==> config.mk <==
export PLATFORM = sky130hd
export DESIGN_NAME = wdg_guard
export DESIGN_NICKNAME = d
export VERILOG_FILES = /design/src/hw/wdg_pkg.sv /design/src/hw/wdg_counter.sv /design/src/hw/wdg_guard.sv /design/src/hw/wdg_window.sv
export SDC_FILE = /design/constraint.sdc
export NUM_CORES = 1
export LEC_CHECK = 0
export BUFFER_PORTS_ARGS = -buffer_cell sky130_fd_sc_hd__buf_4
export CAP_MARGIN = 10
export CORE_MARGIN = 1
export CORE_UTILIZATION = 50
export CTS_BUF_LIST = sky130_fd_sc_hd__clkbuf_16
export CTS_CLUSTER_DIAMETER = 200
export DETAILED_ROUTE_END_ITERATION = 7
export PLACE_DENSITY = 0.79
export SLEW_MARGIN = 15
export SYNTH_ARGS = -nofsm -noshare
export SYNTH_HDL_FRONTEND = slang
export SYNTH_SLANG_ARGS = --single-unit
==> constraint.sdc <==
create_clock -name ref_clk -period 2.2 [get_ports ref_clk]
set_input_delay 0.33 -clock ref_clk [delete_from_list [all_inputs] [get_ports ref_clk]]
set_output_delay 0.33 -clock ref_clk [all_outputs]
set_load 0.01 [all_outputs]
==> src/hw/wdg_pkg.sv <==
// wdg_pkg: constants and types for the watchdog configuration guard.
// assumes a single system clock; the watchdog oscillator tick arrives as a pin.
package wdg_pkg;
   localparam int unsigned SEL_LSB      = 0;
   localparam int unsigned SEL_W        = 3;
   localparam int unsigned ON_BIT       = 3;
   localparam int unsigned UNLOCK_BIT   = 4;
   localparam int unsigned REG_W        = 8;
   localparam logic [7:0]  CTRL_RESET   = 8'h00;
   localparam logic [2:0]  SEL_RESET    = 3'h0;
   localparam int unsigned WINDOW_CYC   = 4;
   localparam int unsigned WIN_CNT_W    = 3;
   localparam int unsigned BASE_PERIOD  = 16384;
   localparam int unsigned CNT_W        = 22;
   localparam int unsigned RST_PULSE_CYC = 4;
   localparam int unsigned STRAP_CYC    = 2;

   typedef enum logic [1:0] {
      WDG_LEVEL0 = 2'b00,
      WDG_LEVEL1 = 2'b01,
      WDG_LEVEL2 = 2'b11
   } wdg_level_type;
endpackage

==> src/hw/wdg_counter.sv <==
// wdg_counter: watchdog period counter on oscillator ticks.
// assumes tick is a synchronised one-cycle pulse per oscillator period.
`timescale 1ns/100ps
module wdg_counter #(
   parameter int unsigned BASE = wdg_pkg::BASE_PERIOD
) (
   input  wire logic                       ref_clk,
   input  wire logic                       rst,
   input  wire logic                       run,
   input  wire logic                       restart,
   input  wire logic                       tick,
   input  wire logic [wdg_pkg::SEL_W-1:0]  sel,
   output logic                            expire
);
   logic [wdg_pkg::CNT_W-1:0] count;
   // period doubles per select code
   wire  [wdg_pkg::CNT_W-1:0] limit =
      wdg_pkg::CNT_W'(BASE) << sel;
   wire  hit = tick && (count >= limit - 1'b1);
   wire  [wdg_pkg::CNT_W-1:0] next_count =
      (!run || restart || hit) ? '0 : (tick ? count + 1'b1 : count);

   always_ff @(posedge ref_clk) begin
      if (rst) begin
         count  <= '0;
         expire <= 1'b0;
      end else begin
         count  <= next_count;
         expire <= run && !restart && hit;
      end
   end
endmodule

==> src/hw/wdg_guard.sv <==
// wdg_guard: watchdog enable and time-out selection guard with control register.
// assumes ctrl writes come from the core on ref_clk; fuses are static levels,
// oscillator tick arrives from another domain as a level toggling per period.
`timescale 1ns/100ps
module wdg_guard #(
   parameter int unsigned BASE = wdg_pkg::BASE_PERIOD
) (
   input  wire logic                       ref_clk,
   input  wire logic                       rst,
   input  wire logic                       legacy_compat_fuse,
   input  wire logic                       always_on_fuse,
   input  wire logic                       wr_en,
   input  wire logic [wdg_pkg::REG_W-1:0]  wr_data,
   input  wire logic                       restart,
   input  wire logic                       osc_toggle,
   output logic [wdg_pkg::REG_W-1:0]       watchdog_control_reg,
   output logic                            watchdog_running,
   output logic [wdg_pkg::SEL_W-1:0]       timeout_select,
   output logic [1:0]                      safety_level,
   output logic                            chip_reset
);
   ////////////////////////////////////////////////////////////////////////////////
   // fuse and oscillator synchronisers
   logic [1:0] compat_sync;
   logic [1:0] aon_sync;
   logic [2:0] osc_sync;
   logic       fuses_valid;
   logic [1:0] strap_cnt;

   always_ff @(posedge ref_clk) begin
      if (rst) begin
         compat_sync <= 2'b00;
         aon_sync    <= 2'b00;
         osc_sync    <= 3'b000;
      end else begin
         compat_sync <= {compat_sync[0], legacy_compat_fuse};
         aon_sync    <= {aon_sync[0], always_on_fuse};
         osc_sync    <= {osc_sync[1:0], osc_toggle};
      end
   end

   wire osc_tick = osc_sync[2] ^ osc_sync[1];

   // level decode from fuses
   wdg_pkg::wdg_level_type level;
   wire wdg_pkg::wdg_level_type fuse_level =
      aon_sync[1]    ? wdg_pkg::WDG_LEVEL2 :
      compat_sync[1] ? wdg_pkg::WDG_LEVEL0 : wdg_pkg::WDG_LEVEL1;

   ////////////////////////////////////////////////////////////////////////////////
   // write decode
   wire wr_on     = wr_data[wdg_pkg::ON_BIT];
   wire wr_unlock = wr_data[wdg_pkg::UNLOCK_BIT];
   wire [wdg_pkg::SEL_W-1:0] wr_sel = wr_data[wdg_pkg::SEL_LSB +: wdg_pkg::SEL_W];
   wire is_l0 = (level == wdg_pkg::WDG_LEVEL0);
   wire is_l2 = (level == wdg_pkg::WDG_LEVEL2);

   // arming needs both unlock and on in one write
   wire arm_write  = wr_en && wr_unlock && wr_on;
   wire win_open;
   // the protected write is the first one inside the window with unlock clear
   wire timed_write = wr_en && win_open && !wr_unlock;

   wdg_window #(
      .CYCLES (wdg_pkg::WINDOW_CYC)
   ) u_window (
      .ref_clk (ref_clk),
      .rst     (rst),
      .arm     (arm_write),
      .consume (timed_write),
      .open    (win_open)
   );

   // a window one cycle shorter says whether the main one is still open at the
   // coming edge, so the registered unlock readback clears on time
   wire view_open;

   wdg_window #(
      .CYCLES (wdg_pkg::WINDOW_CYC - 1)
   ) u_view (
      .ref_clk (ref_clk),
      .rst     (rst),
      .arm     (arm_write),
      .consume (timed_write),
      .open    (view_open)
   );

   ////////////////////////////////////////////////////////////////////////////////
   // protected state
   logic                       on_state;
   logic [wdg_pkg::SEL_W-1:0]  sel_state;

   // enabling is never restricted
   // level 0 and 1 disable only in a timed write
   // level 2 cannot be turned off, write value ignored
   wire next_on =
      is_l2                     ? 1'b1 :
      (wr_en && wr_on)          ? 1'b1 :
      (timed_write && !wr_on)   ? 1'b0 :
      on_state;

   // level 0 selection is free, otherwise only in timed write
   // level 2 takes selection only from timed write
   wire sel_take = wr_en && (is_l0 || timed_write);
   wire [wdg_pkg::SEL_W-1:0] next_sel = sel_take ? wr_sel : sel_state;

   // strap only once the synchronisers carry the fuse levels, fuses then stay put
   always_ff @(posedge ref_clk) begin
      if (rst) begin
         level       <= wdg_pkg::WDG_LEVEL1;
         fuses_valid <= 1'b0;
         strap_cnt   <= 2'h0;
      end else if (!fuses_valid) begin
         strap_cnt <= strap_cnt + 2'h1;
         if (strap_cnt == 2'(wdg_pkg::STRAP_CYC)) begin
            level       <= fuse_level;
            fuses_valid <= 1'b1;
         end
      end
   end

   wire level_is_2_now = fuses_valid ? is_l2 : (fuse_level == wdg_pkg::WDG_LEVEL2);

   always_ff @(posedge ref_clk) begin
      if (rst) begin
         on_state  <= 1'b0;
         sel_state <= wdg_pkg::SEL_RESET;
      end else if (!fuses_valid) begin
         on_state  <= level_is_2_now;
         sel_state <= wdg_pkg::SEL_RESET;
      end else begin
         on_state  <= next_on;
         sel_state <= next_sel;
      end
   end

   ////////////////////////////////////////////////////////////////////////////////
   // period counter and reset request
   logic expire;

   wdg_counter #(
      .BASE (BASE)
   ) u_counter (
      .ref_clk (ref_clk),
      .rst     (rst),
      .run     (on_state),
      .restart (restart),
      .tick    (osc_tick),
      .sel     (sel_state),
      .expire  (expire)
   );

   // stretch the reset request so the chip reset logic sees it
   logic [2:0] rst_pulse;
   wire  [2:0] next_rst_pulse =
      expire ? 3'(wdg_pkg::RST_PULSE_CYC) :
      (rst_pulse != 3'h0) ? rst_pulse - 3'h1 : 3'h0;

   always_ff @(posedge ref_clk) begin
      if (rst) begin
         rst_pulse <= 3'h0;
      end else begin
         rst_pulse <= next_rst_pulse;
      end
   end

   ////////////////////////////////////////////////////////////////////////////////
   // registered outputs; reserved bits read zero, unlock reads while window open
   wire next_on_view = fuses_valid ? next_on : level_is_2_now;
   wire [wdg_pkg::SEL_W-1:0] next_sel_view = fuses_valid ? next_sel : wdg_pkg::SEL_RESET;
   wire next_unlock_view = arm_write || (view_open && !timed_write);
   wire [wdg_pkg::REG_W-1:0] next_view =
      {3'h0, next_unlock_view, next_on_view, next_sel_view};

   always_ff @(posedge ref_clk) begin
      if (rst) begin
         watchdog_control_reg <= wdg_pkg::CTRL_RESET;
         watchdog_running     <= 1'b0;
         timeout_select       <= wdg_pkg::SEL_RESET;
         safety_level         <= 2'b00;
         chip_reset           <= 1'b0;
      end else begin
         watchdog_control_reg <= next_view;
         watchdog_running     <= next_on_view;
         timeout_select       <= next_sel_view;
         safety_level         <= fuses_valid ? level : fuse_level;
         chip_reset           <= (next_rst_pulse != 3'h0);
      end
   end
endmodule

==> src/hw/wdg_window.sv <==
// wdg_window: change window timer opened by an arming write.
// assumes arm is a one-cycle pulse on ref_clk.
`timescale 1ns/100ps
module wdg_window #(
   parameter int unsigned CYCLES = wdg_pkg::WINDOW_CYC
) (
   input  wire logic ref_clk,
   input  wire logic rst,
   input  wire logic arm,
   input  wire logic consume,
   output logic      open
);
   logic [wdg_pkg::WIN_CNT_W-1:0] count;
   wire  [wdg_pkg::WIN_CNT_W-1:0] full_count = wdg_pkg::WIN_CNT_W'(CYCLES);
   wire  [wdg_pkg::WIN_CNT_W-1:0] next_count =
      arm ? full_count :
      (consume || count == '0) ? '0 : count - 1'b1;

   assign open = (count != '0);

   // window closes itself after the fixed count
   always_ff @(posedge ref_clk) begin
      if (rst) begin
         count <= '0;
      end else begin
         count <= next_count;
      end
   end
endmodule

==> qor.yml <==
cells_and_area:
  layout.cell_area.non_filler_um2: 2850
  fillerInstances: 418
  final_common_cell: "dfxtp_1"
  largest_reg_flops: 22
  num_antenna_cells: 0
  multi_input_comb_area_um2: 1320
  ff_latch_area_um2: 1040
  most-common-layout-cells: "52 x dfxtp_1, 28 x buf_4, 22 x nor2_1"
  layout-drive-gt1-share_pct: 14.1
  fin_nets: 321
  area_growth_syn_to_layout_pct: 13.8
clock_network:
  postCtsHoldBufs: 0
  post_cts_resize_count: 0
  h-tree-depth: 2
  insertion_delay_ns: 0.29
  clock_sink_count: 52
  cts_post_setup_buffers_inserted: 0
  clock_tree_from_tritoncts: "yes"
  worst_setup_hold_path_clk_slew_ns: 0.07
  numCtsBuffers: 5
  clk_root_buffer_cell: "clkbuf_16"
  clock_tree.buffer_depth: 2
power:
  share_seq_of_total_power_pct: 49.8
  vdd_drop_max_mv: 0.567
  clock_power_share_pct: 34.6
  finalPower_mw: 2.18
  p_int_mw: 1.62
  combinational_power_share_pct: 15.5
  p_per_area_nw_per_um2: 765
  static-leakage-power_nw: 1.10
  power.switching_uw: 560
  sw_share_pct: 25.7
synthesis:
  syn-mean-instance-area_um2: 9.23
  synth_edf_count: 0
  asyncSetResetFlopFracSynth_pct: 0
  mappedNetlistArea_um2: 2500
  ys.warnings.count: 0
  post_synth_num_cell_types: 44
  dominantRegCellSynth: "dfxtp_1"
  yosys_register_bits: 52
  synth_sequential_area_ratio_pct: 41.6
  cells_after_synthesis: 271
sta:
  timing.final.max_slew_violations: 0
  final_hold_viol_count: 0
  timing.setup.tns_ns: 0
  clock-skew-final_ns: 0.00534
  finalCriticalPeriod_ns: 2.06
  fmaxAchievable_ghz: 0.485
  min_period_over_period_pct: 93.6
  grt_setup_unrepaired: "no"
  timing.final.setup_violations: 0
min_path:
  hold_path.startpoint: "legacy_compat_fuse"
  timing.hold.worst.class: "primary input to flip-flop"
critical_path:
  critPathLaunch: "watchdog_control_reg[2]$_SDFFE_PP0P_"
  critical_path_class: "flip-flop to flip-flop"
  reg2reg_from: "watchdog_control_reg[2]$_SDFFE_PP0P_"
  critical_path_arrival_ns: 2.25
  cp_data_required_time_ns: 2.39
  end_kind: "flip-flop"
  worst-path-max-fanout: 23
  critical_path.startpoint_type: "flip-flop"
job:
  max_cap_violations: 0
floorplan:
  die_width_um: 72.7
  ios: 30
  initial_core_util_pct: 52.6
  core_area_um2: 4750
  area_enclosed_by_the_die_boundary_um2: 5290
  die_y_um: 72.7
  core.rowCount: 25
global_routing:
  first_global_vias: 1750
  grt_pass1_wl_um: 7490
  initial_antenna_violation_count: 0
  grt.total_usage_pct: 18.3
  globalRouteOverflowTotal: 0
  grt_start_max_net_pins: 26
outcome:
  run_status: "completed"
drt:
  drt-wirelength-per-cell_um: 12.0
  via_count: 1902
  firstDrtPassIters: 4
  antenna_violation_net_count_after_detailed_routing: 0
  route.final.wire_length_um: 4310
  post_drt_via_cell_ratio: 5.31
  route.detailed.drc: 0
  drtIter0Drc: 118
placed_design:
  placed_cell_area_um2: 2700
  numPortBuffers: 23
  gp_congestion: 0.729
  dp.final_hpwl_um: 2990
[worst max-delay path, cell delays in order (launching register included)]
cell and delay, ns:
dfxtp_1 0.49, nand3_1 0.13, ha_1 0.30, and4_1 0.22
and2_1 0.15, a22o_1 0.19, buf_4 0.21, a211oi_1 0.26
[cells in the mapped netlist (2+ instances only)]
master	number	area share, %
xor2_1	10	3.5
dfxtp_1	52	42
buf_4	7	2.1
a211oi_1	10	3.0
nand3_1	7	1.4
or4_1	8	2.4
o21a_1	2	0.60
o31ai_1	8	2.4
a21o_1	2	0.60
buf_2	7	1.4
clkbuf_1	4	0.60
a211oi_2	2	1.0
nand2_1	12	1.8
and2_1	3	0.75
inv_1	12	1.8
a21oi_1	9	1.8
nand4_1	9	2.3
nor2b_1	10	2.5
mux2i_1	7	2.8
ha_1	16	8.0
conb_1	2	0.30
o21ai_0	9	1.8
and4_1	5	1.8
or3_1	3	0.75
nand2b_1	4	1.0
nor2_1	22	3.3
nor3_1	12	2.4
[stage by stage]
step | worst slack [ns] | hold WS [ns] | instances | utilization [%]
global route | 0.00199 | 0.252 | 358 | 59.8
floorplan | 0.192 | 0.402 | 273 | -
CTS | 0.127 | 0.241 | 358 | 59.8
detailed placement | 0.140 | 0.427 | 350 | 56.8
finish | 0.140 | 0.245 | 358 | 59.8
global placement | 0.242 | 0.416 | 350 | 56.8
[area by class of cell]
cell class / count / share of cell area (%)
Inverter: 12 / 1.58
Multi-Input combinational cell: 191 / 46.4
Timing Repair Buffer: 28 / 7.39
Tap cell: 67 / 2.95
Clock inverter: 3 / 0.704
Sequential cell: 52 / 36.6
Clock buffer: 5 / 4.40
[path summary, 6_finish.rpt]
| kind | to | slack (ns) | depth (start not counted) |
|---|---|---|---|
| hold reg to reg | osc_sync[1]$_SDFF_PP0_ | 0.44 | 1 |
| setup reg to reg | u_counter.count[14]$_SDFFE_PP0P_ | 0.14 | 7 |
| hold / removal | compat_sync[0]$_SDFF_PP0_ | 0.25 | 2 |
| setup / recovery | u_counter.count[14]$_SDFFE_PP0P_ | 0.14 | 7 |
[power by group through the flow]
| stage | combinational [mW] | sequential, mW | clock [mW] |
|---|---|---|---|
| final | 0.338 | 1.08 | 0.753 |
| after global routing | 0.388 | 1.10 | 0.817 |
| after CTS | 0.344 | 1.08 | 0.778 |
| after detailed placement | 0.341 | 1.10 | 0 |
| after global placement | 0.333 | 1.10 | 0 |
| after floorplan | 0.268 | 1.09 | 0 |
[routing by layer]
| layer | track usage, % | up-vias | routed length (um) |
|---|---|---|---|
| li1 | - | 995 | - |
| met1 | 22.8 | 878 | 2100 |
| met2 | 29.6 | 25 | 2010 |
| met3 | 4.97 | 4 | 137 |
| met4 | 7.84 | 0 | 63 |
| met5 | 0 | - | 0 |
[cells by family (layout without fill, tap and decap cells)]
kind of cell,after synthesis,in the layout,share of synthesized area (%)
simple gates,103,103,23.5
flops,52,52,41.6
compound gates,49,49,13.4
buf+inv,30,48,5.90
fa+ha+maj,16,16,8.00
xor+xnor,12,12,4.50
mux,7,7,2.80
other cells,2,4,0.300
Note: power is estimated with default switching activity, not from simulation.
